**src/rtl/usbtc_pkg.sv**
```systemverilog
// Constants for the transceiver control and indirect register access block.
// Assumes a single 200 MHz clock domain and a byte-wide special register port.
package usbtc_pkg;
  // ---------------------------------------------------------------
  // Special register addresses
  // ---------------------------------------------------------------
  localparam logic [7:0] SFR_XCVR_CTRL  = 8'hD7;
  localparam logic [7:0] SFR_IND_ADDR   = 8'h96;
  localparam logic [7:0] SFR_IND_DATA   = 8'h97;
  // ---------------------------------------------------------------
  // Transceiver control field positions
  // ---------------------------------------------------------------
  localparam int BIT_PULLUP_EN   = 7;
  localparam int BIT_XCVR_EN     = 6;
  localparam int BIT_SPEED       = 5;
  localparam int BIT_TEST_HI     = 4;
  localparam int BIT_TEST_LO     = 3;
  localparam int BIT_DIFF_RX     = 2;
  localparam int BIT_PLUS_LVL    = 1;
  localparam int BIT_MINUS_LVL   = 0;
  localparam logic [7:0] XCVR_CTRL_RESET = 8'h00;
  localparam logic [7:0] IND_ADDR_RESET  = 8'h00;
  // ---------------------------------------------------------------
  // Internal controller map
  // ---------------------------------------------------------------
  localparam int IND_ADDR_W       = 6;
  localparam logic [5:0] REG_INDEX      = 6'h0E;
  localparam logic [5:0] INDEXED_FIRST  = 6'h10;
  localparam logic [5:0] INDEXED_LAST   = 6'h1F;
  localparam int NUM_EP           = 4;
  localparam int EP_W             = 2;
  // ---------------------------------------------------------------
  // Test modes
  // ---------------------------------------------------------------
  typedef enum logic [1:0] {
    USBTC_TEST_NORMAL = 2'h0,
    USBTC_TEST_DIFF1  = 2'h1,
    USBTC_TEST_DIFF0  = 2'h2,
    USBTC_TEST_SE0    = 2'h3
  } usbtc_test_e;
endpackage : usbtc_pkg

```
**src/rtl/usbtc_regs_if.sv**
```systemverilog
// Carrier between the top level and the indirect register file.
// Assumes both ends share clk_in.
`timescale 1ns/1ps
interface usbtc_regs_if;
  logic       wr;
  logic       rd;
  logic [5:0] addr;
  logic [7:0] wdata;
  logic [7:0] rdata;
  modport host (output wr, rd, addr, wdata, input rdata);
  modport regs (input wr, rd, addr, wdata, output rdata);
endinterface : usbtc_regs_if

```
**src/rtl/usbtc_ind_regs.sv**
```systemverilog
// Internal controller register file reached through the address/data pair.
// Assumes the usb clock is running during every access (caller's duty).
`timescale 1ns/1ps
module usbtc_ind_regs #(
  parameter int NUM_EP = usbtc_pkg::NUM_EP
) (
  // Clock and control
  input  wire logic       clk_in,
  input  wire logic       rst_in,
  input  wire logic       ce_in,
  // Access port
  usbtc_regs_if.regs      bus
);
  // Flat registers plus one bank of indexed registers per endpoint
  logic [7:0] flat      [64];
  logic [7:0] ep_bank   [NUM_EP][16];
  logic [usbtc_pkg::EP_W-1:0] ep_sel;
  logic       in_indexed;

  function automatic logic is_indexed(input logic [5:0] a);
    return (a >= usbtc_pkg::INDEXED_FIRST) && (a <= usbtc_pkg::INDEXED_LAST);
  endfunction : is_indexed

  assign in_indexed = is_indexed(bus.addr);
  assign ep_sel     = flat[usbtc_pkg::REG_INDEX][usbtc_pkg::EP_W-1:0];

  // Indexed addresses land in the bank of the selected endpoint
  // Read data is only presented while the data register is being read
  always_comb begin
    bus.rdata = 8'h00;
    if (bus.rd) begin
      if (in_indexed) begin
        bus.rdata = ep_bank[ep_sel][bus.addr[3:0]];
      end else begin
        bus.rdata = flat[bus.addr];
      end
    end
  end

  always_ff @(posedge clk_in) begin
    if (rst_in) begin
      for (int i = 0; i < 64; i++) flat[i] <= 8'h00;
      for (int e = 0; e < NUM_EP; e++)
        for (int j = 0; j < 16; j++) ep_bank[e][j] <= 8'h00;
    end else if (ce_in && bus.wr) begin
      if (in_indexed) begin
        ep_bank[ep_sel][bus.addr[3:0]] <= bus.wdata;
      end else begin
        flat[bus.addr] <= bus.wdata;
      end
    end
  end

  a_index_steers_bank: assert property (@(posedge clk_in) disable iff (rst_in)
    ce_in && bus.wr && in_indexed |=> ep_bank[$past(ep_sel)][$past(bus.addr[3:0])]
      == $past(bus.wdata))
    else $error("indexed write missed selected endpoint bank");
  a_flat_write_lands: assert property (@(posedge clk_in) disable iff (rst_in)
    ce_in && bus.wr && !in_indexed |=> flat[$past(bus.addr)] == $past(bus.wdata))
    else $error("data write missed addressed register");
endmodule : usbtc_ind_regs

```
**src/rtl/usbtc_xcvr_ctrl.sv**
```systemverilog
// Transceiver control, line forcing, status and indirect access pair.
// Assumes a byte-wide special register port synchronous to clk_in and
// that the analog pad logic acts on the drive and pull-up outputs.
//
// Overview of operation
// Enable bit puts transceiver in normal operation
// Speed bit zero selects low speed
// Low speed pull-up goes on minus line
// Speed bit one selects full speed
// Full speed pull-up goes on plus line
// Internal registers reached only through address/data pair
// Data accesses target register held in address
// Software writes endpoint select before endpoint access
// Endpoint select steers indexed register addresses
// Software keeps usb clock running during access
// Pull-up applied only while bus supply present
// Test field forces J, K or SE0
// Status shows differential receive and line levels
`timescale 1ns/1ps
module usbtc_xcvr_ctrl (
  // Clock, reset, enable
  input  wire logic       clk_in,
  input  wire logic       rst_in,
  input  wire logic       ce_in,
  // Special register port
  input  wire logic [7:0] sfr_addr_in,
  input  wire logic       sfr_wr_in,
  input  wire logic       sfr_rd_in,
  input  wire logic [7:0] sfr_wdata_in,
  output logic      [7:0] sfr_rdata_out,
  // Line sense and supply detect
  input  wire logic       plus_line_in,
  input  wire logic       minus_line_in,
  input  wire logic       vbus_present_in,
  // Line drive, enables low while driving
  output logic            plus_line_out,
  output logic            plus_line_oe_n_out,
  output logic            minus_line_out,
  output logic            minus_line_oe_n_out,
  // Transceiver configuration to the analog side
  output logic            xcvr_active_out,
  output logic            full_speed_out,
  output logic            plus_pullup_out,
  output logic            minus_pullup_out
);
  // ---------------------------------------------------------------
  // Register state
  // ---------------------------------------------------------------
  logic [7:0] ctrl;
  logic [7:0] next_ctrl;
  logic [5:0] ind_addr;
  logic [5:0] next_ind_addr;
  logic [7:0] rdata;
  logic [7:0] next_rdata;
  logic [2:0] line_st;
  logic [2:0] next_line_st;

  logic       pull_en;
  logic       xcvr_en;
  logic       speed;
  usbtc_pkg::usbtc_test_e test_mode;

  usbtc_regs_if rif ();

  usbtc_ind_regs #(
    .NUM_EP (usbtc_pkg::NUM_EP)
  ) u_regs (
    .clk_in (clk_in),
    .rst_in (rst_in),
    .ce_in  (ce_in),
    .bus    (rif)
  );

  assign pull_en   = ctrl[usbtc_pkg::BIT_PULLUP_EN];
  assign xcvr_en   = ctrl[usbtc_pkg::BIT_XCVR_EN];
  assign speed     = ctrl[usbtc_pkg::BIT_SPEED];
  assign test_mode = usbtc_pkg::usbtc_test_e'(
                       ctrl[usbtc_pkg::BIT_TEST_HI:usbtc_pkg::BIT_TEST_LO]);

  // ---------------------------------------------------------------
  // Indirect access: only the data register reaches the internals
  // ---------------------------------------------------------------
  always_comb begin
    rif.addr  = ind_addr;
    rif.wdata = sfr_wdata_in;
    rif.wr    = sfr_wr_in && (sfr_addr_in == usbtc_pkg::SFR_IND_DATA);
    rif.rd    = sfr_rd_in && (sfr_addr_in == usbtc_pkg::SFR_IND_DATA);
  end

  // ---------------------------------------------------------------
  // Register writes and read data
  // ---------------------------------------------------------------
  always_comb begin
    next_ctrl     = ctrl;
    next_ind_addr = ind_addr;
    next_rdata    = rdata;
    if (sfr_wr_in && sfr_addr_in == usbtc_pkg::SFR_XCVR_CTRL) begin
      // Status bits are read-only and stay clear in storage
      next_ctrl = {sfr_wdata_in[7:3], 3'h0};
    end
    if (sfr_wr_in && sfr_addr_in == usbtc_pkg::SFR_IND_ADDR) begin
      next_ind_addr = sfr_wdata_in[usbtc_pkg::IND_ADDR_W-1:0];
    end
    if (sfr_rd_in) begin
      unique case (sfr_addr_in)
        usbtc_pkg::SFR_XCVR_CTRL: next_rdata = {ctrl[7:3], line_st};
        usbtc_pkg::SFR_IND_ADDR:  next_rdata = {2'h0, ind_addr};
        usbtc_pkg::SFR_IND_DATA:  next_rdata = rif.rdata;
        default:                  next_rdata = 8'h00;
      endcase
    end
  end

  // Line status sampled each cycle with ce_in high; receive value held at 0 when disabled
  always_comb begin
    next_line_st = {xcvr_en && plus_line_in && !minus_line_in,
                    plus_line_in, minus_line_in};
  end

  always_ff @(posedge clk_in) begin
    if (rst_in) begin
      ctrl     <= usbtc_pkg::XCVR_CTRL_RESET;
      ind_addr <= usbtc_pkg::IND_ADDR_RESET[5:0];
      rdata    <= 8'h00;
      line_st  <= 3'h0;
    end else if (ce_in) begin
      ctrl     <= next_ctrl;
      ind_addr <= next_ind_addr;
      rdata    <= next_rdata;
      line_st  <= next_line_st;
    end
  end

  assign sfr_rdata_out = rdata;

  // ---------------------------------------------------------------
  // Transceiver configuration and pull-up routing
  // ---------------------------------------------------------------
  always_comb begin
    xcvr_active_out  = xcvr_en;
    full_speed_out   = speed;
    // Pull-up needs bus supply regardless of the enable bit
    plus_pullup_out  = pull_en && vbus_present_in && speed;
    minus_pullup_out = pull_en && vbus_present_in && !speed;
  end

  // ---------------------------------------------------------------
  // Test line forcing
  // ---------------------------------------------------------------
  always_comb begin
    plus_line_out       = 1'b0;
    minus_line_out      = 1'b0;
    plus_line_oe_n_out  = 1'b0;
    minus_line_oe_n_out = 1'b0;
    unique case (test_mode)
      usbtc_pkg::USBTC_TEST_NORMAL: begin
        // Serial engine owns the lines; this block leaves them released
        plus_line_oe_n_out  = 1'b1;
        minus_line_oe_n_out = 1'b1;
      end
      usbtc_pkg::USBTC_TEST_DIFF1: begin
        plus_line_out = 1'b1;
      end
      usbtc_pkg::USBTC_TEST_DIFF0: begin
        minus_line_out = 1'b1;
      end
      usbtc_pkg::USBTC_TEST_SE0: begin
        plus_line_out = 1'b0;
      end
    endcase
  end

  // ---------------------------------------------------------------
  // Checks
  // ---------------------------------------------------------------
  // Pull-up routing follows speed only while the bus supply is present
  a_pullup_needs_vbus: assert property (@(posedge clk_in) disable iff (rst_in)
    !vbus_present_in |-> !plus_pullup_out && !minus_pullup_out)
    else $error("pull-up applied without bus supply");
  a_pullup_low_speed: assert property (@(posedge clk_in) disable iff (rst_in)
    pull_en && vbus_present_in && !full_speed_out |-> minus_pullup_out && !plus_pullup_out)
    else $error("low speed pull-up not on minus line");
  a_pullup_full_speed: assert property (@(posedge clk_in) disable iff (rst_in)
    pull_en && vbus_present_in && full_speed_out |-> plus_pullup_out && !minus_pullup_out)
    else $error("full speed pull-up not on plus line");
  a_enable_follows_write: assert property (@(posedge clk_in) disable iff (rst_in)
    ce_in && sfr_wr_in && sfr_addr_in == usbtc_pkg::SFR_XCVR_CTRL
      |=> xcvr_active_out == $past(sfr_wdata_in[usbtc_pkg::BIT_XCVR_EN]))
    else $error("transceiver enable did not follow write");
  a_speed_follows_write: assert property (@(posedge clk_in) disable iff (rst_in)
    ce_in && sfr_wr_in && sfr_addr_in == usbtc_pkg::SFR_XCVR_CTRL
      |=> full_speed_out == $past(sfr_wdata_in[usbtc_pkg::BIT_SPEED]))
    else $error("speed select did not follow write");
  // Line forcing: a driven line always has its enable low
  a_test_normal: assert property (@(posedge clk_in) disable iff (rst_in)
    test_mode == usbtc_pkg::USBTC_TEST_NORMAL |-> plus_line_oe_n_out && minus_line_oe_n_out)
    else $error("lines not released in normal mode");
  a_test_diff1: assert property (@(posedge clk_in) disable iff (rst_in)
    test_mode == usbtc_pkg::USBTC_TEST_DIFF1 |-> plus_line_out && !minus_line_out
      && !plus_line_oe_n_out && !minus_line_oe_n_out)
    else $error("differential one not forced");
  a_test_diff0: assert property (@(posedge clk_in) disable iff (rst_in)
    test_mode == usbtc_pkg::USBTC_TEST_DIFF0 |-> !plus_line_out && minus_line_out
      && !plus_line_oe_n_out && !minus_line_oe_n_out)
    else $error("differential zero not forced");
  a_test_se0: assert property (@(posedge clk_in) disable iff (rst_in)
    test_mode == usbtc_pkg::USBTC_TEST_SE0 |-> !plus_line_out && !minus_line_out
      && !plus_line_oe_n_out && !minus_line_oe_n_out)
    else $error("single-ended zero not forced");
  // Status reads: levels lag the pins by the one status flop
  a_status_levels: assert property (@(posedge clk_in) disable iff (rst_in)
    ce_in && $past(ce_in) && sfr_rd_in && sfr_addr_in == usbtc_pkg::SFR_XCVR_CTRL
      |=> sfr_rdata_out[1:0] == $past({plus_line_in, minus_line_in}, 2))
    else $error("line level status wrong");
  a_status_diff_gated: assert property (@(posedge clk_in) disable iff (rst_in)
    ce_in && $past(ce_in) && !$past(xcvr_en) && sfr_rd_in
      && sfr_addr_in == usbtc_pkg::SFR_XCVR_CTRL |=> !sfr_rdata_out[usbtc_pkg::BIT_DIFF_RX])
    else $error("differential receive shown while disabled");
  a_data_read_path: assert property (@(posedge clk_in) disable iff (rst_in)
    ce_in && rif.rd |=> sfr_rdata_out == $past(rif.rdata))
    else $error("data register read not taken from addressed register");
endmodule : usbtc_xcvr_ctrl

```
**config.mk**
```make
export PLATFORM = sky130hd
export DESIGN_NAME = usbtc_xcvr_ctrl
export DESIGN_NICKNAME = d
export VERILOG_FILES = /design/src/rtl/usbtc_pkg.sv /design/src/rtl/usbtc_regs_if.sv /design/src/rtl/usbtc_ind_regs.sv /design/src/rtl/usbtc_xcvr_ctrl.sv
export SDC_FILE = /design/constraint.sdc
export NUM_CORES = 1
export LEC_CHECK = 0
export BUFFER_PORTS_ARGS = -buffer_cell sky130_fd_sc_hd__buf_2
export CORE_ASPECT_RATIO = 1.75
export CORE_UTILIZATION = 48
export DETAILED_ROUTE_END_ITERATION = 16
export PLACE_DENSITY = 0.68
export SLEW_MARGIN = 20
export SYNTH_ARGS = -nofsm -noshare
export SYNTH_HDL_FRONTEND = slang
export SYNTH_SLANG_ARGS = --single-unit
```
**constraint.sdc**
```tcl
create_clock -name clk_in -period 7.1 [get_ports clk_in]
set_clock_uncertainty 0.05 [all_clocks]
set_input_delay 0.71 -clock clk_in [delete_from_list [all_inputs] [get_ports clk_in]]
set_output_delay 0.71 -clock clk_in [all_outputs]
set_load 0.02 [all_outputs]
```
After elaboration in Yosys (flattened, before gate mapping):

Memories as Yosys holds them, arrays and structs flattened. A register that Yosys moved wholly into a read port is not among the register bits.
Cells that the tools add are included.

* shifts and indexed selects: 0
* order comparisons: 4
* bitwise gates (word level): 1
* equal/unequal tests: 5
* reduce and logical (&&, ||, !) cells: 20
* mux-type cells: 29
* add/subtract/negate cells: 0
* multiply operators: 0
* div/mod/pow operators: 0

Operators with widths (number)
* 128-bit two-way mux: 3
* 128-bit OR reduction: 1
* 8-bit two-way mux: 6
* 8-bit binary-select mux with 4-bit select: 1
* 8-bit demux with 4-bit select: 1
* 8-bit == test, second input constant: 3
* 8-bit case mux with 3 select lines: 1
* 6-bit two-way mux: 3
* 1-bit two-way mux: 13
* 1-bit logical AND: 12
* 8-bit OR reduction: 1
* 6-bit by 5-bit >= comparator with 1-bit output, second input constant: 1
* 6-bit by 5-bit less-or-equal comparator with 1-bit output, second input constant: 1
* 2-bit AND reduction: 3
* 5-bit >= comparator, second input constant: 1
* 5-bit by 1-bit less-than comparator with 1-bit output, second input constant: 1
* 4-bit NOT with 5-bit output: 1
* 2-bit by 1-bit == test with 1-bit output, second input constant: 1
* 2-bit == test, second input constant: 1
* 1-bit logical NOT: 2
* 2-bit logical NOT: 1
* 2-bit two-way mux: 1

* bits in latches: 0
* input bits: 24
* word-level logic and storage cells: 65
* register bits after elaboration: 22
* memories kept: 2
* bits in read-only memories: 0
* RAM bits: 1024

Memories
* u_regs.ep_bank: words 4, bits a word 128, read ports 1, clocked after memory_dff 0, write ports 4, line usbtc_ind_regs.sv:16 `logic [7:0] ep_bank [NUM_EP][16];`
* u_regs.flat: words 64, bits a word 8, read ports 2, clocked after memory_dff 1, write ports 64, line usbtc_ind_regs.sv:15 `logic [7:0] flat [64];`

Depth between registers and ports, before layout:

Gate-level depths: netlist of the first run.

* depth in word-level cells: 8
* mapped depth: 11

Modules after synthesis:

From an unflattened synthesis of the first run, not the netlist that was laid out.

* cell total of the unflattened synthesis: 2935
* area, all modules: 43095.1 um^2

Modules (own cells, without submodules)
* usbtc_ind_regs: seq. area each 26905.8 um^2, instances 1, cells an instance 2814, area each 41959.0 um^2
* usbtc_xcvr_ctrl: seq. area each 440.4 um^2, instances 1, cells an instance 121, area each 1136.1 um^2

Least setup slack after synthesis of the first run:

Ideal clock, no wire load.

* kind: in2reg
* start: input ce_in
* end: memory u_regs.ep_bank[3][0] (netlist name), enable pin
* arrival: 2.493 ns
* stages on the path: 6
* path slack: 4.228 ns
* path through: clkbuf_1 > nand4_1 > nor4_1 > nand3_1 > nor2_1 > or2_1

RTL lines
* start: declaration: line usbtc_xcvr_ctrl.sv:24 `input wire logic ce_in,`
* end: declaration: line usbtc_ind_regs.sv:16

==> results of run 1 <==
==> sequential cells by signal, summed over array words and instances (netlist names), named ones only <==
signal	count
u_regs.ep_bank	512
sfr_rdata_out	8
ind_addr	6
ctrl	5
u_regs.flat	512
line_st	3
==> cells in the final DEF, fill, tap and decap left out, types with 14 or more instances in the layout <==
| master | n |
|---|---|
| and2_1 | 906 |
| clkinv_2 | 20 |
| dfxtp_1 | 22 |
| a22oi_1 | 14 |
| mux4_2 | 258 |
| clkbuf_1 | 15 |
| mux2_2 | 43 |
| nor2b_1 | 20 |
| o22ai_1 | 16 |
| or2_2 | 60 |
| nand3_1 | 17 |
| clkbuf_16 | 99 |
| or2_1 | 53 |
| edfxtp_1 | 1024 |
| nor2_1 | 151 |
| buf_4 | 32 |
| conb_1 | 128 |
| buf_2 | 30 |
| mux2i_1 | 51 |
| a21oi_1 | 15 |
| nand2_1 | 79 |
==> cells by family (layout without fill, tap and decap cells) <==
kind of cell	Yosys count	count (layout)	synth area share (%)
DFF	1052	1052	65.4
buffers and inverters	249	249	2.20
and+or+nand+nor	1352	1352	16.5
muxes	352	352	14.2
other	1	129	0.00783
AOI/OAI and AO/OA	113	113	1.69
==> worst max-delay path: stages (launching register included) <==
cell and delay (ps):
edfxtp_1 1060, buf_12 430, mux4_2 640, mux4_2 590, a22o_1 260, a311oi_1 500, a2111o_1 220, nand2_1 60
==> power breakdown <==
group | switching (mW) | total, mW | internal (mW)
clock network | 2.25 | 5.28 | 3.03
registers | 0.0896 | 7.13 | 7.04
logic | 0.354 | 0.537 | 0.182
total | 2.69 | 12.9 | 10.3
==> area by class of cell <==
class | instances | area (µm²) | share of cell area, %
sequential | 1052 | 31300 | 59.4
multi-input combinational | 1945 | 16000 | 30.3
clock buffer | 117 | 2570 | 4.87
tap | 1309 | 1640 | 3.11
timing repair buffer | 75 | 591 | 1.12
clock inverter | 51 | 588 | 1.12
inverter | 6 | 22.5 | 0.0427
antenna | 1 | 2.50 | 0.00475
==> worst max path at each step <==
stage / from / end / slack [ps]
after floorplan: ce_in / u_regs.ep_bank[3][0]$_SDFFCE_PN0P_ / 4230
after global placement: rst_in / u_regs.ep_bank[3][65]$_SDFFCE_PN0P_ / 2750
after detailed placement: rst_in / u_regs.ep_bank[3][95]$_SDFFCE_PN0P_ / 2620
after CTS: u_regs.flat[14][0]$_SDFFCE_PN0P_ / sfr_rdata_out[2]$_SDFFE_PP0P_ / 3160
after global routing: u_regs.flat[14][0]$_SDFFCE_PN0P_ / sfr_rdata_out[2]$_SDFFE_PP0P_ / 2950
final: u_regs.flat[14][0]$_SDFFCE_PN0P_ / sfr_rdata_out[2]$_SDFFE_PP0P_ / 3070
==> layer usage <==
| layer | vias up | wire (µm) | global-route usage (%) |
|---|---|---|---|
| li1 | 11500 | - | - |
| met1 | 13500 | 42700 | 28.4 |
| met2 | 1007 | 64500 | 43.9 |
| met3 | 349 | 7230 | 3.85 |
| met4 | 2 | 8760 | 16.1 |
| met5 | - | 14 | 0 |
==> impl_metrics.json, run 1 <==
{
  "whs_endpoint": "line_st[0]$_SDFFE_PP0P_",
  "worst_pin_slew_ps": 1180,
  "r2r_slack_ps": 3070,
  "reg2reg_from": "u_regs.flat[14][0]$_SDFFCE_PN0P_",
  "max_freq_mhz": 248,
  "drc": 0,
  "grt_pass1_vias": 26900,
  "dr.pass1.iters": 5,
  "fillers": 8043,
  "grt_usage_pct": 25.1,
  "fin_cells": 4556,
  "postRouteWirelength_um": 123000,
  "place_congestion": 0.906,
  "synth_commonest_cells": "1,024 x edfxtp_1, 906 x and2_1, 258 x mux4_2, 178 x clkbuf_1, 151 x nor2_1",
  "final_area_um2": 52700,
  "synth.most_common_cell": "edfxtp_1",
  "row_count": 152,
  "min_path_cells": 3,
  "overflow": 0,
  "synth_cell_types": 59,
  "cp-start-kind": "flip-flop",
  "grt_pass1_wl_um": 180000,
  "cts_tree": "yes",
  "cts-root-buf": "clkbuf_16",
  "maxCapViolCount": 0,
  "antenna_found_initial": 3,
  "num_vias": 26400,
  "dpl_cell_area_um2": 49500,
  "worst-endpoint-arrival_ps": 4560,
  "rsz0062_at_grt": "false",
  "path_clk_slew_ps": 70,
  "htreeDepth": 3,
  "finalHoldViolations": 0,
  "cts_resized": 0,
  "drv_slew": 0,
  "place_hpwl_um": 81300,
  "numCtsBuffers": 92,
  "dp.cells": 4386,
  "core-area_um2": 98500,
  "utilization_pct": 53.5,
  "synth.area.top_cells": "edfxtp_1 64%, mux4_2 12%, and2_1 12%",
  "syn_area_um2": 47900,
  "pre_cts_ws_ps": 2620,
  "min_period_over_period_pct": 56.8,
  "routedWlPerCell_um": 27.0,
  "synth_seq_cells": 1052,
  "yosys_warnings": 0,
  "syn_inst": 3119,
  "route.antenna.remaining_nets": 0,
  "clock-sinks": 1052,
  "syn_to_final_growth_pct": 10.1,
  "critical_path_class": "flip-flop to flip-flop",
  "r2r_cells": 7,
  "min_period_ps": 4030,
  "setup_ws_ps": 3070,
  "power_mw": 12.9,
  "boundaryPins": 40,
  "die-area_um2": 101000,
  "slew_headroom_pct": 21.0,
  "port_buffers": 39,
  "insertion_delay_ps": 700,
  "synthArstFlopShare_pct": 0,
  "start_util_pct": 48.6,
  "drive_above_1_share_pct": 18.2,
  "dr.first_iter.drc_count": 2478,
  "die_y_um": 420,
  "grt_max_degree": 141,
  "irDropWorstVdd_v": 0.000212,
  "fin_tns_setup_ps": 0,
  "cts_hold_buffers": 0,
  "powerDensity_nw_per_um2": 246,
  "hold_class": "primary input to flip-flop",
  "yosysTopAreaCellShare_pct": 64.2,
  "avgViaCountPerCell": 5.79,
  "hold_slack_ps": 295,
  "crit_fanout": 64,
  "status": "finished, final reports clean",
  "die_x_um": 241,
  "cts.path.max_buffers": 3,
  "yosys.area.top_type": "edfxtp_1",
  "endpoint_kind": "flip-flop",
  "yosysSeqAreaShare_pct": 65.4,
  "required_ps": 7630,
  "setup_viol": 0,
  "layout.nets": 3196,
  "post_cts_buffers": 0,
  "syn_avg_cell_area_um2": 15.3,
  "synth_edf_count": 1024,
  "synth_ff_type": "edfxtp_1",
  "worstReg2RegEnd": "sfr_rdata_out[2]$_SDFFE_PP0P_",
  "leakage_nw": 18.6,
  "holdCritStartpoint": "minus_line_in"
}
Power figures use the tool's default switching activity.
==> inputs of run 2 (changes only) <==
--- a/config.mk
+++ b/config.mk
@@ -5,11 +5,12 @@
 export SDC_FILE = /design/constraint.sdc
 export NUM_CORES = 1
 export LEC_CHECK = 0
+export ABC_AREA = 1
 export BUFFER_PORTS_ARGS = -buffer_cell sky130_fd_sc_hd__buf_2
 export CORE_ASPECT_RATIO = 1.75
 export CORE_UTILIZATION = 48
 export DETAILED_ROUTE_END_ITERATION = 16
-export PLACE_DENSITY = 0.68
+export PLACE_DENSITY = 0.71
 export SLEW_MARGIN = 20
 export SYNTH_ARGS = -nofsm -noshare
 export SYNTH_HDL_FRONTEND = slang
==> constraint.sdc (replaced) <==
create_clock -name clk_in -period 3.65 [get_ports clk_in]
set_clock_uncertainty 0.05 [all_clocks]
set_input_delay 0.365 -clock clk_in [delete_from_list [all_inputs] [get_ports clk_in]]
set_output_delay 0.365 -clock clk_in [all_outputs]
set_load 0.02 [all_outputs]
==> impl_metrics.json, run 2 <==
{
  "dr_wl_met2_um": 68500,
  "syn_area_um2": 47400,
  "cts-root-buf": "clkbuf_16",
  "max_freq_mhz": 309,
  "core-area_um2": 97900,
  "rsz0062_at_grt": "false",
  "dr_wl_met3_um": 10300,
  "synth_commonest_cells": "2,072 x nand2_1, 1,024 x edfxtp_1, 989 x nor2_1, 480 x nand3_1, 237 x clkbuf_1",
  "dr.pass1.iters": 9,
  "synthSimpleGateAreaFrac_pct": 30.0,
  "multiInputGateArea_um2": 15000,
  "synth.most_common_cell": "nand2_1",
  "fin_tns_setup_ps": 0,
  "fillers": 8398,
  "die_x_um": 240,
  "endpoint_kind": "flip-flop",
  "drc": 0,
  "maxCapViolCount": 0,
  "drv_slew": 0,
  "syn_to_final_growth_pct": 12.4,
  "path_clk_slew_ps": 70,
  "synth-xor-area-share_pct": 0,
  "finalHoldViolations": 0,
  "cts_hold_buffers": 5,
  "synth_compound_area_share_pct": 0.589,
  "overflow": 0,
  "num_vias": 35900,
  "final_common_cell": "nand2_1",
  "cts_tree": "yes",
  "syn_inst": 5095,
  "die_y_um": 418,
  "cp-start-kind": "flip-flop",
  "irDropWorstVdd_v": 0.000327,
  "r2r_cells": 13,
  "htreeDepth": 3,
  "min_period_over_period_pct": 88.7,
  "worst-endpoint-arrival_ps": 3750,
  "crit_fanout": 62,
  "grt_max_degree": 139,
  "layout_common_cells": "2,072 x nand2_1, 1,024 x edfxtp_1, 985 x nor2_1",
  "synthArstFlopShare_pct": 0,
  "synth_edf_count": 1024,
  "synth_fa_ha_area_share_pct": 0,
  "top_layer": "met5",
  "drive_above_1_share_pct": 7.48,
  "grt_pass1_wl_um": 197000,
  "routedWlPerCell_um": 20.0,
  "synth_seq_cells": 1052,
  "antenna_found_initial": 3,
  "synth_cell_types": 24,
  "start_util_pct": 48.4,
  "place_hpwl_um": 84100,
  "synth_top_family_by_area": "simple AND/OR/NAND/NOR gates",
  "required_ps": 4160,
  "layout.nets": 5233,
  "synth_ff_type": "edfxtp_1",
  "yosysSeqAreaShare_pct": 66.1,
  "postRouteWirelength_um": 132000,
  "die-area_um2": 100000,
  "synth.area.top_cells": "edfxtp_1 65%, nand2_1 16%, nor2_1 7.8%",
  "cts.path.max_buffers": 3,
  "worst_pin_slew_ps": 1150,
  "hold_class": "primary input to flip-flop",
  "status": "finished, final reports clean",
  "final_area_um2": 53200,
  "syn_avg_cell_area_um2": 9.30,
  "m1WireLength_um": 43700,
  "yosys_warnings": 0,
  "synth_mux_area_share_pct": 0,
  "grt_pass1_vias": 34600,
  "place_congestion": 0.949,
  "min_path_cells": 3,
  "seqCellArea_um2": 31300,
  "port_buffers": 39,
  "powerDensity_nw_per_um2": 467,
  "insertion_delay_ps": 700,
  "numCtsBuffers": 91,
  "avgViaCountPerCell": 5.45,
  "boundaryPins": 40,
  "post_cts_buffers": 0,
  "num_antenna_cells": 0,
  "row_count": 152,
  "route.antenna.remaining_nets": 0,
  "slew_headroom_pct": 22.5,
  "grt_usage_pct": 26.3,
  "critical_path_class": "flip-flop to flip-flop",
  "dr.first_iter.drc_count": 3827,
  "setup_viol": 0,
  "yosys.area.top_type": "edfxtp_1",
  "utilization_pct": 54.4,
  "dpl_cell_area_um2": 50200,
  "clock-sinks": 1052,
  "leakage_nw": 22.2,
  "min_period_ps": 3240,
  "cts_resized": 0,
  "yosysTopAreaCellShare_pct": 64.9
}
[run 2: area by class of cell]
cell class	count	area share [%]
clock buffers	123	4.75
well taps	1309	3.08
multi-input cells	3766	28.2
repair buffers	231	3.74
flip-flops and latches	1052	58.8
inverters	67	0.540
clock inverters	44	0.919
[run 2: path summary, 6_finish.rpt]
kind | start | endpoint | slack (ps)
setup / recovery | u_regs.flat[14][0]$_SDFFCE_PN0P_ | sfr_rdata_out[1]$_SDFFE_PP0P_ | 410
setup reg to reg | u_regs.flat[14][0]$_SDFFCE_PN0P_ | sfr_rdata_out[1]$_SDFFE_PP0P_ | 410
hold reg to reg | sfr_rdata_out[5]$_SDFFE_PP0P_ | sfr_rdata_out[5]$_SDFFE_PP0P_ | 440
hold / removal | sfr_wdata_in[5] | ctrl[5]$_SDFFE_PP0P_ | 30
[run 2: power by group]
part           switching (mW)  internal (mW)
Clock                    4.36           5.53
Combinational           0.926          0.249
Sequential              0.136           13.7
[run 2: cells by family (layout without fill, tap and decap cells)]
kind of cell    Yosys count  count (layout)
compound gates           54              54
buf+inv                 404             465
flops                  1052            1052
other cells               1             128
simple gates           3584            3584
[run 2: worst max-delay path, cell delays in order (launching register included)]
cell,delay [ps]
edfxtp_1,550
inv_6,450
nor2_4,170
buf_4,210
nand2_1,60
nand4_1,70
nand2_1,60
nand2_1,50
o21ai_0,890
nand3_1,190
nand3_1,130
nand2_1,50
nand2_1,50
a21oi_1,60
[run 2: metrics by stage]
step	total power, mW	std cells	hold slack, ps	setup WS [ps]
floorplan	14.7	5222	393	1440
global placement	15.2	6420	420	536
global route	25.5	6592	21.5	397
finish	24.9	6592	30.1	411
CTS	24.9	6592	1.32	731
detailed placement	15.2	6420	424	510
[run 2: layer usage]
metal	up-vias	GRT usage (%)
li1	16800	-
met1	17000	27.9
met2	1722	47.6
met3	469	4.09
met4	4	17.9
met5	-	0
